==> src/pkg/pmw_defines.svh <==
/*
 Power-mode sequencer constants: clock select codes, reset values, counts.
 Assumes inclusion by bare name from the package and the design files.
*/
`ifndef PMW_DEFINES_SVH
`define PMW_DEFINES_SVH

// ----------------------------------------------------------------
// Clock select
// ----------------------------------------------------------------
`define PMW_CKS_SLOW 3'h7
`define PMW_CKS_RESET 3'h2
`define PMW_CKS_W 3

// ----------------------------------------------------------------
// Oscillator stabilisation
// ----------------------------------------------------------------
`define PMW_FAST_STABLE_CLOCKS 16
`define PMW_SLOW_STABLE_CLOCKS 16
`define PMW_FAST_EN_RESET 1'h1

// ----------------------------------------------------------------
// Register offsets (byte addresses on APB)
// ----------------------------------------------------------------
`define PMW_ADDR_CLK_CTRL 12'h000
`define PMW_ADDR_OSC_CTRL 12'h004
`define PMW_ADDR_STATUS 12'h008
`define PMW_ADDR_WAKE_EN 12'h00c
`define PMW_ADDR_WDT_CTRL 12'h010

// ----------------------------------------------------------------
// Field positions
// ----------------------------------------------------------------
`define PMW_CKS_LSB 5
`define PMW_FHK_BIT 1
`define PMW_FSK_BIT 0
`define PMW_FSTB_BIT 1
`define PMW_FEN_BIT 0
`define PMW_PDF_BIT 0
`define PMW_TO_BIT 1
`define PMW_MODE_LSB 4
`define PMW_SLOWRDY_BIT 2

`endif

==> src/pkg/pmw_pkg.sv <==
/*
 Power-mode sequencer types.
 Assumes pmw_defines.svh is on the include path.
*/
package pmw_pkg;
`include "pmw_defines.svh"

	// ----------------------------------------------------------------
	// Operating modes
	// ----------------------------------------------------------------
	typedef enum logic [2:0]
	{
		PMW_FAST = 3'h0,
		PMW_SLOW = 3'h1,
		PMW_SLEEP = 3'h2,
		PMW_IDLE_SLOW_ONLY = 3'h3,
		PMW_IDLE_BOTH = 3'h4,
		PMW_IDLE_FAST_ONLY = 3'h5,
		PMW_WAKE = 3'h6
	} pmw_mode_t;

	// ----------------------------------------------------------------
	// Wake causes
	// ----------------------------------------------------------------
	typedef enum logic [1:0]
	{
		PMW_WK_NONE = 2'h0,
		PMW_WK_PIN = 2'h1,
		PMW_WK_IRQ = 2'h2,
		PMW_WK_WDT = 2'h3
	} pmw_wake_t;
endpackage

==> src/rtl/pmw_osc_stable.sv <==
/*
 Oscillator stable timer: counts enabled clocks of a source and
 raises a stable flag once the count is reached.
 Assumes oscTick is a one-cycle pulse per oscillator clock.
*/
`timescale 1ns/1ps
`default_nettype none

module pmw_osc_stable
	import pmw_pkg::*;
#(
	parameter int COUNT = 16
)
(
	// Clock and reset
	input wire logic clk,
	input wire logic sys_rst,
	// Oscillator
	input wire logic oscEnable,
	input wire logic oscTick,
	// Status
	output logic stable
);
	localparam int CW = $clog2(COUNT + 1);

	initial
	begin
		if (COUNT < 1)
			$error("pmw_osc_stable: COUNT must be at least 1");
	end

	logic [CW-1:0] count;
	wire atEnd = (count == CW'(COUNT));

	// ----------------------------------------------------------------
	// Counter
	// ----------------------------------------------------------------
	// Disabled source drops the flag at once, so a restart starts low
	always_ff @(posedge clk)
	begin
		if (sys_rst || !oscEnable)
			count <= '0;
		else if (oscTick && !atEnd)
			count <= count + CW'(1);
	end

	always_ff @(posedge clk)
	begin
		if (sys_rst || !oscEnable)
			stable <= 1'b0;
		else
			stable <= atEnd;
	end
endmodule // pmw_osc_stable

`default_nettype wire

==> src/rtl/pmw_power_mode.sv <==
/*
 Power-mode and wake-up sequencer with APB register access.
 Assumes the CPU pulses stopExec and clrWdtExec, oscillator ticks and
 port pins come from outside the clock domain, and interrupt logic
 gives per-source request, enable and a stack-full level.
*/
// Our own choices: the placing of the registers and the APB interface to the registers.
// Function
// - Clock select 111 in FAST moves the system clock to the sub clock.
// - Codes 000..110 pick fast clock divided 1..64, giving FAST mode.
// - SLOW mode completes only once the slow oscillator is stable.
// - Stop with both keep bits low enters SLEEP; fast clock off, slow clock off unless watchdog enabled or select 111.
// - Stop with fast keep 0, slow keep 1 enters slow-only idle.
// - Stop with both keep bits high enters idle with both clocks.
// - Stop with fast keep 1, slow keep 0 enters fast-only idle.
// - Execution halts at stop; memory, registers and ports hold.
// - Entering any stop mode sets power-down, clears time-out flag.
// - Stop entry clears watchdog; it counts on only if enabled.
// - Wake on enabled port falling edge, interrupt or watchdog overflow.
// - Power-down flag clears only at power-up or clear-watchdog.
// - Watchdog wake sets time-out, resets only PC and stack pointer.
// - Each port pin has a wake enable; pin wake resumes after stop.
// - Disabled or stack-full interrupt wake resumes after stop, pends.
// - Enabled interrupt with stack room takes normal interrupt response.
// - A request already pending before stop cannot wake the device.
// - Stopping the fast oscillator clears its stable flag; it sets after 16 clocks of running.
`timescale 1ns/1ps
`default_nettype none

module pmw_power_mode
	import pmw_pkg::*;
#(
	parameter int PORT_W = 8,
	parameter int IRQ_W = 8
)
(
	// Clock and reset
	input wire logic clk,
	input wire logic sys_rst,
	// APB slave
	input wire logic psel,
	input wire logic penable,
	input wire logic pwrite,
	input wire logic [11:0] paddr,
	input wire logic [31:0] pwdata,
	output logic [31:0] prdata,
	output logic pready,
	output logic pslverr,
	// CPU core
	input wire logic stopExec,
	input wire logic clrWdtExec,
	output logic cpuHold,
	output logic resumeAfterStop,
	output logic irqResponse,
	output logic resetPcSp,
	// Oscillators
	input wire logic fastOscTick,
	input wire logic slowOscTick,
	output logic fastOscRun,
	output logic slowOscRun,
	output logic [2:0] sysClkSelect,
	output logic sysClkOnSub,
	output logic sysClkRun,
	// Watchdog
	input wire logic wdtOverflow,
	output logic wdtClear,
	output logic wdtRun,
	// Port A and interrupts
	input wire logic [PORT_W-1:0] portAPin,
	input wire logic [IRQ_W-1:0] irqRequest,
	input wire logic [IRQ_W-1:0] irqEnable,
	input wire logic stackFull
);
`include "pmw_defines.svh"

	initial
	begin
		if (PORT_W < 1 || PORT_W > 16 || IRQ_W < 1 || IRQ_W > 16)
			$error("pmw_power_mode: PORT_W and IRQ_W must be 1..16");
	end

	// ----------------------------------------------------------------
	// Registers
	// ----------------------------------------------------------------
	logic [2:0] sys_clk_select;
	logic fast_osc_keep_on_stop;
	logic slow_osc_keep_on_stop;
	logic fastOscEnable;
	logic wdtEnable;
	logic power_down_flag;
	logic timeout_flag;
	logic [PORT_W-1:0] port_a_wake_enable;
	logic [IRQ_W-1:0] irqArmed;
	pmw_mode_t mode;
	pmw_mode_t next_mode;
	pmw_wake_t wakeCause;

	// ----------------------------------------------------------------
	// Pin synchronisers: change counts when stages two and three agree
	// ----------------------------------------------------------------
	logic [PORT_W-1:0] pinS1, pinS2, pinS3, pinLevel;
	logic [3:0] fTickS, sTickS;
	always_ff @(posedge clk)
	begin
		if (sys_rst)
		begin
			pinS1 <= '1;
			pinS2 <= '1;
			pinS3 <= '1;
			pinLevel <= '1;
			fTickS <= 4'h0;
			sTickS <= 4'h0;
		end
		else
		begin
			pinS1 <= portAPin;
			pinS2 <= pinS1;
			pinS3 <= pinS2;
			pinLevel <= (pinS2 & pinS3) | (pinLevel & ~(~pinS2 & ~pinS3));
			fTickS <= {fTickS[2:0], fastOscTick};
			sTickS <= {sTickS[2:0], slowOscTick};
		end
	end
	// Tick once stages two and three agree high; stage four is history
	wire fastTick = fTickS[1] & fTickS[2] & ~fTickS[3];
	wire slowTick = sTickS[1] & sTickS[2] & ~sTickS[3];
	wire [PORT_W-1:0] nextLevel = (pinS2 & pinS3) |
		(pinLevel & ~(~pinS2 & ~pinS3));
	wire [PORT_W-1:0] pinFall = pinLevel & ~nextLevel;

	// ----------------------------------------------------------------
	// Mode decode
	// ----------------------------------------------------------------
	wire inStop = (mode == PMW_SLEEP) || (mode == PMW_IDLE_SLOW_ONLY) ||
		(mode == PMW_IDLE_BOTH) || (mode == PMW_IDLE_FAST_ONLY);
	wire runMode = (mode == PMW_FAST) || (mode == PMW_SLOW);
	wire stopTake = runMode && stopExec;
	wire wantSlow = (sys_clk_select == `PMW_CKS_SLOW);

	// Oscillator stable timers
	wire fastStable;
	wire slowStable;
	wire fastRunNow = fastOscRun;
	pmw_osc_stable #(.COUNT(`PMW_FAST_STABLE_CLOCKS)) u_fast_stable
	(
		.clk(clk),
		.sys_rst(sys_rst),
		.oscEnable(fastRunNow),
		.oscTick(fastTick),
		.stable(fastStable)
	);
	pmw_osc_stable #(.COUNT(`PMW_SLOW_STABLE_CLOCKS)) u_slow_stable
	(
		.clk(clk),
		.sys_rst(sys_rst),
		.oscEnable(slowOscRun),
		.oscTick(slowTick),
		.stable(slowStable)
	);

	// ----------------------------------------------------------------
	// Wake sources
	// ----------------------------------------------------------------
	// Only requests that rose after stop entry are armed to wake
	wire [IRQ_W-1:0] irqWake = irqRequest & irqArmed;
	wire pinWake = |(pinFall & port_a_wake_enable);
	wire anyIrq = |irqWake;
	wire irqServe = |(irqWake & irqEnable) && !stackFull;
	wire wdtWake = wdtOverflow && wdtEnable;
	wire wakeEvt = inStop && (pinWake || anyIrq || wdtWake);
	wire srcReady = wantSlow ? slowStable : fastStable;

	// ----------------------------------------------------------------
	// Next mode
	// ----------------------------------------------------------------
	always_comb
	begin
		next_mode = mode;
		case (mode)
			PMW_FAST:
				if (stopExec)
					next_mode = stopMode(fast_osc_keep_on_stop,
						slow_osc_keep_on_stop);
				else if (wantSlow && slowStable)
					next_mode = PMW_SLOW;
			PMW_SLOW:
				if (stopExec)
					next_mode = stopMode(fast_osc_keep_on_stop,
						slow_osc_keep_on_stop);
				else if (!wantSlow)
					next_mode = PMW_FAST;
			PMW_SLEEP, PMW_IDLE_SLOW_ONLY, PMW_IDLE_BOTH,
			PMW_IDLE_FAST_ONLY:
				if (wakeEvt)
					next_mode = PMW_WAKE;
			PMW_WAKE:
				if (srcReady)
					next_mode = wantSlow ? PMW_SLOW : PMW_FAST;
			default:
				next_mode = PMW_FAST;
		endcase
	end

	function automatic pmw_mode_t stopMode(input logic fk, input logic sk);
		case ({fk, sk})
			2'h0: stopMode = PMW_SLEEP;
			2'h1: stopMode = PMW_IDLE_SLOW_ONLY;
			2'h3: stopMode = PMW_IDLE_BOTH;
			default: stopMode = PMW_IDLE_FAST_ONLY;
		endcase
	endfunction

	always_ff @(posedge clk)
	begin
		if (sys_rst)
			mode <= PMW_FAST;
		else
			mode <= next_mode;
	end

	// ----------------------------------------------------------------
	// Wake bookkeeping and CPU handshakes
	// ----------------------------------------------------------------
	always_ff @(posedge clk)
	begin
		if (sys_rst)
		begin
			irqArmed <= '0;
			wakeCause <= PMW_WK_NONE;
			resumeAfterStop <= 1'b0;
			irqResponse <= 1'b0;
			resetPcSp <= 1'b0;
		end
		else
		begin
			irqArmed <= stopTake ? ~irqRequest : irqArmed;
			if (wakeEvt)
				wakeCause <= wdtWake ? PMW_WK_WDT :
					(anyIrq && irqServe) ? PMW_WK_IRQ : PMW_WK_PIN;
			resumeAfterStop <= 1'b0;
			irqResponse <= 1'b0;
			resetPcSp <= 1'b0;
			if (mode == PMW_WAKE && srcReady)
			begin
				resetPcSp <= (wakeCause == PMW_WK_WDT);
				irqResponse <= (wakeCause == PMW_WK_IRQ);
				resumeAfterStop <= (wakeCause == PMW_WK_PIN);
			end
		end
	end

	// ----------------------------------------------------------------
	// Status flags; set wins over clear
	// ----------------------------------------------------------------
	always_ff @(posedge clk)
	begin
		if (sys_rst)
		begin
			power_down_flag <= 1'b0;
			timeout_flag <= 1'b0;
		end
		else
		begin
			if (stopTake)
				power_down_flag <= 1'b1;
			else if (clrWdtExec)
				power_down_flag <= 1'b0;
			if (inStop && wdtWake)
				timeout_flag <= 1'b1;
			else if (stopTake || clrWdtExec)
				timeout_flag <= 1'b0;
		end
	end

	// ----------------------------------------------------------------
	// APB registers
	// ----------------------------------------------------------------
	wire wrEn = psel && penable && pwrite;
	wire selClk = (paddr == `PMW_ADDR_CLK_CTRL);
	wire selOsc = (paddr == `PMW_ADDR_OSC_CTRL);
	wire selSts = (paddr == `PMW_ADDR_STATUS);
	wire selWake = (paddr == `PMW_ADDR_WAKE_EN);
	wire selWdt = (paddr == `PMW_ADDR_WDT_CTRL);
	wire mapped = selClk | selOsc | selSts | selWake | selWdt;

	// Writes are taken in every mode, including while the CPU is halted
	always_ff @(posedge clk)
	begin
		if (sys_rst)
		begin
			sys_clk_select <= `PMW_CKS_RESET;
			fast_osc_keep_on_stop <= 1'b0;
			slow_osc_keep_on_stop <= 1'b0;
			fastOscEnable <= `PMW_FAST_EN_RESET;
			port_a_wake_enable <= '0;
			wdtEnable <= 1'b1;
		end
		else if (wrEn)
		begin
			if (selClk)
			begin
				sys_clk_select <= pwdata[`PMW_CKS_LSB +: 3];
				fast_osc_keep_on_stop <= pwdata[`PMW_FHK_BIT];
				slow_osc_keep_on_stop <= pwdata[`PMW_FSK_BIT];
			end
			if (selOsc)
				fastOscEnable <= pwdata[`PMW_FEN_BIT];
			if (selWake)
				port_a_wake_enable <= pwdata[PORT_W-1:0];
			if (selWdt)
				wdtEnable <= pwdata[0];
		end
	end

	wire [31:0] rdClk = {24'h0, sys_clk_select, 3'h0,
		fast_osc_keep_on_stop, slow_osc_keep_on_stop};
	wire [31:0] rdOsc = {30'h0, fastStable, fastOscEnable};
	wire [31:0] rdSts = {25'h0, mode, 1'b0, slowStable, timeout_flag,
		power_down_flag};
	wire [31:0] rdWake = {{(32-PORT_W){1'b0}}, port_a_wake_enable};
	wire [31:0] rdWdt = {31'h0, wdtEnable};
	wire [31:0] rdMux = selClk ? rdClk : selOsc ? rdOsc : selSts ? rdSts :
		selWake ? rdWake : selWdt ? rdWdt : 32'h0;

	always_ff @(posedge clk)
	begin
		if (sys_rst)
			prdata <= 32'h0;
		else if (psel && !penable && !pwrite)
			prdata <= rdMux;
	end

	assign pready = 1'b1;
	assign pslverr = psel && penable && !mapped;

	// ----------------------------------------------------------------
	// Clock and watchdog outputs
	// ----------------------------------------------------------------
	// Fast source off in SLEEP and slow-only idle, and in SLOW if disabled
	assign fastOscRun = fastOscEnable && (mode != PMW_SLEEP) &&
		(mode != PMW_IDLE_SLOW_ONLY) || (mode == PMW_WAKE && !wantSlow)
		|| (mode == PMW_FAST);
	assign slowOscRun = (mode != PMW_SLEEP && mode != PMW_IDLE_FAST_ONLY)
		|| wdtRun || wantSlow;
	assign sysClkSelect = sys_clk_select;
	assign sysClkOnSub = (mode == PMW_SLOW);
	assign sysClkRun = runMode;
	assign cpuHold = !runMode;
	assign wdtClear = stopTake || clrWdtExec;
	assign wdtRun = wdtEnable;
endmodule // pmw_power_mode

`default_nettype wire
==> config.mk <==
export PLATFORM = sky130hd
export DESIGN_NAME = pmw_power_mode
export DESIGN_NICKNAME = d
export VERILOG_FILES = /design/src/pkg/pmw_pkg.sv /design/src/rtl/pmw_osc_stable.sv /design/src/rtl/pmw_power_mode.sv
export VERILOG_INCLUDE_DIRS = /design/src /design/src/pkg
export SDC_FILE = /design/constraint.sdc
export NUM_CORES = 1
export LEC_CHECK = 0
export BUFFER_PORTS_ARGS = -buffer_cell sky130_fd_sc_hd__clkbuf_2
export CAP_MARGIN = 20
export CORE_MARGIN = 4
export CORE_UTILIZATION = 46
export DETAILED_ROUTE_END_ITERATION = 8
export PLACE_DENSITY = 0.8
export SLEW_MARGIN = 20
export SYNTH_ARGS = -nofsm -noshare
export SYNTH_HDL_FRONTEND = slang
export SYNTH_HIERARCHICAL = 1
export SYNTH_SLANG_ARGS = --single-unit
==> constraint.sdc <==
create_clock -name clk -period 1.61 [get_ports clk]
set_input_delay 0.0805 -clock clk [delete_from_list [all_inputs] [get_ports clk]]
set_output_delay 0.0805 -clock clk [all_outputs]
set_load 0.03 [all_outputs]
==> Yosys cells after proc, flatten, opt, wreduce, memory -nomap -nowiden <==
Index checks and enable logic that the tools add are counted.
{ "classes": {"add_sub_neg": 2, "n_eq_ne": 25, "muxes": 21, "n_bitwise": 24, "n_reduce_logical": 57} }
{ "ops": {"columns": ["op", "count"], "rows": [
  ["bitwise AND 8 bit", 7],
  ["inverter 8 bit", 5],
  ["two-way mux 8 bit", 4],
  ["== test 12 x 4 -> 1 bit, second input constant", 2],
  ["OR reduction 8 bit", 3],
  ["logical AND 1 bit", 19],
  ["two-way mux 3 bit", 6],
  ["logical OR 1 bit", 13],
  ["== test 12 x 3 -> 1 bit, second input constant", 1],
  ["== test 12 x 5 -> 1 bit, second input constant", 1],
  ["== test 3 bit, second input constant", 4],
  ["zero test 12 bit", 1],
  ["case mux 3 bit (4 select lines)", 1],
  ["adder 5 x 1 -> 5 bit, second input constant", 2],
  ["== test 5 bit, second input constant", 2],
  ["zero test 1 bit", 10],
  ["inequality test 3 bit, second input constant", 3],
  ["case mux 3 bit (3 select lines)", 1],
  ["bitwise OR 8 bit", 1],
  ["AND reduction 2 bit", 4],
  ["two-way mux 1 bit", 7],
  ["== test 2 bit, second input constant", 3],
  ["== test 3 x 2 -> 1 bit, second input constant", 2],
  ["inequality test 3 x 2 -> 1 bit, second input constant", 2],
  ["13 further kinds", 25]
]} }
{ "word_totals": {"regBits": 117, "in_bits": 79, "out_inout_bits": 47, "word_cells": 154} }

==> Depth between registers and ports, before layout <==
{ "logic_depth": {"depth_word": 14, "ltp_mapped": 8, "ltp_nobuf": 8} }

==> Modules after synthesis <==
The synthesis kept the hierarchy.
{ "by_module_without_submodules": {"columns": ["mod", "instances", "cells_each", "area_each_um2", "seq_area_each_um2"], "rows": [
  ["pmw_power_mode", 1, 398, 3578.4, 1621.6],
  ["pmw_osc_stable", 2, 29, 295.3, 120.1]
]} }

==> Worst setup path before layout <==
No wires, ideal clock.
{ "synth_path": {"path_type": "reg-to-reg", "start": "register sys_clk_select[1] (netlist: sysClkSelect[1])", "end": "register u_fast_stable.count[0]", "setup_ns": 0.060, "arrival_time_ns": 1.850, "t_required_ns": 1.550, "slack_ns": -0.300, "path_stages_with_launch": 7, "n_path_buf": 0, "synth_period_minus_slack_ns": 1.910, "path_cell_list": "dfxtp_1 -> nand3_1 -> o21ai_0 -> a21oi_1 -> nand2b_1 -> a211o_1 -> nand2_1"} }
{ "synth_via": {"elab_chain_len": 7} }
{ "synth_rtl": {"columns": ["item", "line_no", "source"], "rows": [
  ["start: declaration", "pmw_power_mode.sv:85", "logic [2:0] sys_clk_select;"],
  ["start signal: assignment", "pmw_power_mode.sv:291", "sys_clk_select <= `PMW_CKS_RESET;"],
  ["start signal: assignment", "pmw_power_mode.sv:302", "sys_clk_select <= pwdata[`PMW_CKS_LSB +: 3];"],
  ["== test 3 bit (no line)", null, null],
  ["zero test 1 bit", "pmw_power_mode.sv:341", "(mode != PMW_IDLE_SLOW_ONLY) || (mode == PMW_WAKE && !wantSlow)"],
  ["logical AND 1 bit", "pmw_power_mode.sv:341", null],
  ["logical OR 1 bit", "pmw_power_mode.sv:341", null],
  ["logical OR 1 bit", "pmw_power_mode.sv:342", "|| (mode == PMW_FAST);"],
  ["via fastOscRun", "pmw_power_mode.sv:59", "output logic fastOscRun,"],
  ["zero test 1 bit", "pmw_osc_stable.sv:41", "if (sys_rst || !oscEnable)"],
  ["logical OR 1 bit", "pmw_osc_stable.sv:41", null],
  ["end signal: assignment", "pmw_osc_stable.sv:44", "count <= count + CW'(1);"],
  ["end: declaration", "pmw_osc_stable.sv:32", "logic [CW-1:0] count;"]
]} }
The timed path passes the listed nets, and every way through them passes these cells.
A chain may end at the register's enable or synchronous reset.

==> Final worst setup path <==
{ "layout_path": {"start": "register port_a_wake_enable[7]", "end": "register wakeCause[1]"} }
{ "layout_via": {"elab_chain_len": 5} }
{ "layout_rtl": {"columns": ["item", "line_no", "source"], "rows": [
  ["start: declaration", "pmw_power_mode.sv:92", "logic [PORT_W-1:0] port_a_wake_enable;"],
  ["start signal: assignment", "pmw_power_mode.sv:309", "port_a_wake_enable <= pwdata[PORT_W-1:0];"],
  ["bitwise AND 8 bit", "pmw_power_mode.sv:166", "wire pinWake = |(pinFall & port_a_wake_enable);"],
  ["OR reduction 8 bit", "pmw_power_mode.sv:166", null],
  ["logical OR 1 bit (2 in series)", "pmw_power_mode.sv:170", "wire wakeEvt = inStop && (pinWake || anyIrq || wdtWake);"],
  ["logical AND 1 bit", "pmw_power_mode.sv:170", null],
  ["end signal: assignment", "pmw_power_mode.sv:238", "wakeCause <= wdtWake ? PMW_WK_WDT :"],
  ["end: declaration", "pmw_power_mode.sv:96", "pmw_wake_t wakeCause;"]
]} }
Every way passes these cells.

==> results.ini <==
[timing]
slew_headroom = 0.6553
clock.fmax_mhz = 585.6
hold_slack_ns = 0.01417
hold_violations = 0
layout_setup_ws_ns = -0.09766
fin_crit_sh = 1.061
rsz0062_at_grt = true
finClkSkew_ns = 0.01473
setup_violations = 5
worstMarginPinSlew_ns = 0.5171
slew_viol_final = 0
layout_min_cycle_time_ns = 1.708

[yosys]
synth_xor_area_frac = 0.01261
ys_ff_latch = 93
syn_inst = 456
syn_area_sq_mm = 0.004169
synth_compound_area_frac = 0.1248
synth_ff_type = dfxtp_1
avgSynthCellArea_sq_um = 9.143
synth_mux_area_frac = 0.05102
synthArstFlopShare = 0
synth-warning-count = 6
synth.distinct_cells = 49
synth_top_family_by_area = simple AND/OR/NAND/NOR gates
synth_edf_count = 0
synthAdderAreaFrac = 0.02701
synthSimpleGateAreaFrac = 0.2629
ys_seq_area_frac = 0.4466

[route]
vias_per_cell = 5.258
routed_wl_mm = 9.644
drtAntennaViolNets = 0
via_count = 3607
drt_pass1_iterations = 5
drtIter0Drc = 229
route.detailed.drc = 0
wl_per_cell_um = 14.06

[final_layout]
area_growth_pct = 26.59
multiInputGateArea_sq_mm = 0.002186
seq_area_sq_mm = 0.001883
nFillCells = 734
final_nets = 662
diodes = 0
drive_gt1_frac = 0.3080
final_cells = 686
fin_area_sq_mm = 0.005278

[min_path]
hold_class = in -> reg
hp-start = pwdata[7]
holdPathStages = 3
hold_end = sysClkSelect[2]

[setup_path]
crit_type = reg -> reg
crit_required_ns = 1.87
r2r_slack_ns = -0.1
reg2reg_depth = 5
cp_slowest_cell = or3_4
critPathArrivalTime_ns = 1.97
slowest_delay_ns = 0.39
worstReg2RegEnd = wakeCause[1]
cp_cell_sequence = nor4bb_4, or3_4, or3_4, o31ai_1, o21ba_1
critPathMostFrequentCell = or3_4
r2r_start = port_a_wake_enable[7]
endpoint_kind = flop
worstSetupStartpointType = flop
cp_max_fo = 4

[pwr]
power.total_mw = 5.375
p_per_area_mw_per_mm2 = 1019
p_seq_frac = 0.483
combPwrFrac = 0.258
p_clk_frac = 0.259
p_leak_nw = 2.230
p_sw_mw = 1.770
irDropWorstVdd_v = 0.0005677
internal-power_mw = 3.606
switching_share = 0.3292

[grt]
grt_antenna_before_repair = 0
grtUsageTotal = 0.1849
grt_max_degree = 43
grt_pass1_wl_mm = 15.56
grt_pass1_vias = 3537
grt.overflow.total = 0

[clock_tree]
path_clk_slew_ns = 0.09
tritoncts.num_buffers = 9
cts_tree = yes
cts_buffer_depth = 2
cts_sinks = 93
ctsRootBufferMaster = clkbuf_8
htree_levels = 3
clk_latency_ns = 0.36

[placement]
gp_congestion = 0.8789
place_ws_ns = -0.07593
dpl_cell_area_sq_mm = 0.004777
placed_cells = 646
io_buffers = 76
dp_hpwl_mm = 7.137

[die]
die-area_sq_mm = 0.01065
core_sq_mm = 0.008763
start_util = 0.4757
boundaryPins = 126
die_w_um = 103.2
core.rowCount = 34
dieHeight_um = 103.2

[flow_run]
cap_violations = 0

[status]
status = complete, but fails checks
violations = negative setup slack

logic make-up after synthesis:
group / after synthesis
other cells: 2
flops: 93
compound gates: 77
fa+ha+maj: 9
xor+xnor: 6
mux: 20
simple gates: 193
buf+inv: 56
power by group through the flow:
stage	Clock [mW]	Sequential, mW	Combinational, mW
6_report	1.39	2.59	1.39
3_3_place_gp	0	2.62	1.18
5_1_grt	1.53	2.61	1.52
3_5_place_dp	0	2.63	1.22
4_1_cts	1.43	2.58	1.31
2_1_floorplan	0	2.58	0.951
per-layer routing:
| layer | part of all wire | track usage | vias to the layer above | routed length, um |
|---|---|---|---|---|
| li1 | - | - | 1782 | - |
| met2 | 0.49 | 0.3355 | 133 | 4764 |
| met5 | 0 | 0 | - | 0 |
| met1 | 0.42 | 0.2122 | 1674 | 4005 |
| met3 | 0.072 | 0.04494 | 18 | 695 |
| met4 | 0.018 | 0.06175 | 0 | 178 |
worst max-delay path by stage:
stage / depth (start not counted) / start / endpoint
floorplan: 6 / mode[0] / u_slow_stable/count[1]
global placement: 5 / pinLevel[7] / mode[0]
detailed placement: 5 / pinLevel[7] / mode[0]
CTS: 5 / pinLevel[7] / mode[0]
global route: 5 / port_a_wake_enable[7] / wakeCause[1]
finish: 5 / port_a_wake_enable[7] / wakeCause[1]
stage by stage:
step	TNS, ns	utilization
global placement	-0.08209	0.5451
detailed placement	-0.2860	0.5451
global route	-0.4284	0.6022
CTS	-0.2148	0.5951
finish	-0.2741	0.6022
floorplan	0	-
cells in the final DEF (no fill, tap or decap), drive strengths merged, types with 2 or more instances in the layout:
cell type	count
nand2b	5
nand3	19
dfxtp	93
a211o	2
or3	3
or2	24
mux2i	19
a221oi	2
nand4bb	2
nor4	7
ha	9
nor4bb	9
dlygate4sd3	22
nand2	24
nand4	8
clkinv	2
o21bai	9
o21ai	10
xor2	6
o31ai	2
clkinvlp	2
a22oi	9
a21oi	24
a41o	2
nor2b	10
a211oi	11
buf	30
nor2	65
inv	17
clkbuf	82
nor3	12
conb	25
worst max-delay path: cells and delay by family (launching register included):
family          cells  cell delay (ns)
simple gates        3             0.92
compound gates      2             0.38
flops               1             0.32
registers in the layout, indices dropped and copies added (netlist names), 2 cells and up:
name                 cells
u_slow_stable/count      5
port_a_wake_enable       8
u_fast_stable/count      5
prdata                   8
irqArmed                 8
pinS1                    8
fTickS                   4
pinLevel                 8
mode                     3
pinS3                    8
wakeCause                2
sTickS                   4
pinS2                    8
sysClkSelect             3
final cells by class:
type,count,share of cell area
timing repair buffer,125,0.1605
inverter,15,0.01067
multi-input combinational,330,0.4142
sequential,93,0.3568
clock inverter,6,0.008772
clock buffer,9,0.02347
tap,108,0.02560
synthesized netlist by cell type (2+ instances only):
| master | instances | area (sq um) |
|---|---|---|
| nor4bb_1 | 9 | 90.09 |
| nor2b_1 | 10 | 62.56 |
| a211oi_1 | 9 | 67.56 |
| a41o_1 | 2 | 20.02 |
| clkbuf_1 | 13 | 48.80 |
| o31ai_1 | 2 | 15.01 |
| dfxtp_1 | 93 | 1862 |
| xor2_1 | 6 | 52.55 |
| a21oi_1 | 24 | 120.1 |
| or2_2 | 24 | 150.1 |
| a211oi_2 | 2 | 25.02 |
| nand4bb_4 | 2 | 55.05 |
| nor3_1 | 11 | 55.05 |
| ha_1 | 9 | 112.6 |
| nor2_1 | 64 | 240.2 |
| a221oi_1 | 2 | 17.52 |
| a211o_1 | 2 | 17.52 |
| buf_4 | 25 | 187.7 |
| or3_1 | 3 | 18.77 |
| inv_1 | 14 | 52.55 |
| nand4_1 | 8 | 50.05 |
| nand2_1 | 24 | 90.09 |
| nor4_1 | 4 | 25.02 |
| nor4_4 | 3 | 63.81 |
| conb_1 | 2 | 7.510 |
| o21ai_1 | 3 | 15.01 |
| o21bai_1 | 9 | 67.56 |
| buf_1 | 2 | 7.510 |
| nand3_1 | 19 | 95.09 |
| mux2i_1 | 19 | 190.2 |
| o21ai_0 | 7 | 35.03 |
| nand2b_1 | 5 | 31.28 |
| a22oi_1 | 9 | 67.56 |
repair_timing:
action | 4_1_cts | 5_1_grt
setup endpoints to repair | 11 | 15
hold buffers | 22 | 0
hold endpoints to repair | 22 | 0
cloned | 0 | 0
gates resized for setup | 10 | 21
setup buffers | 2 | 1
pin swaps | 3 | 3
Power figures use the tool's default switching activity.
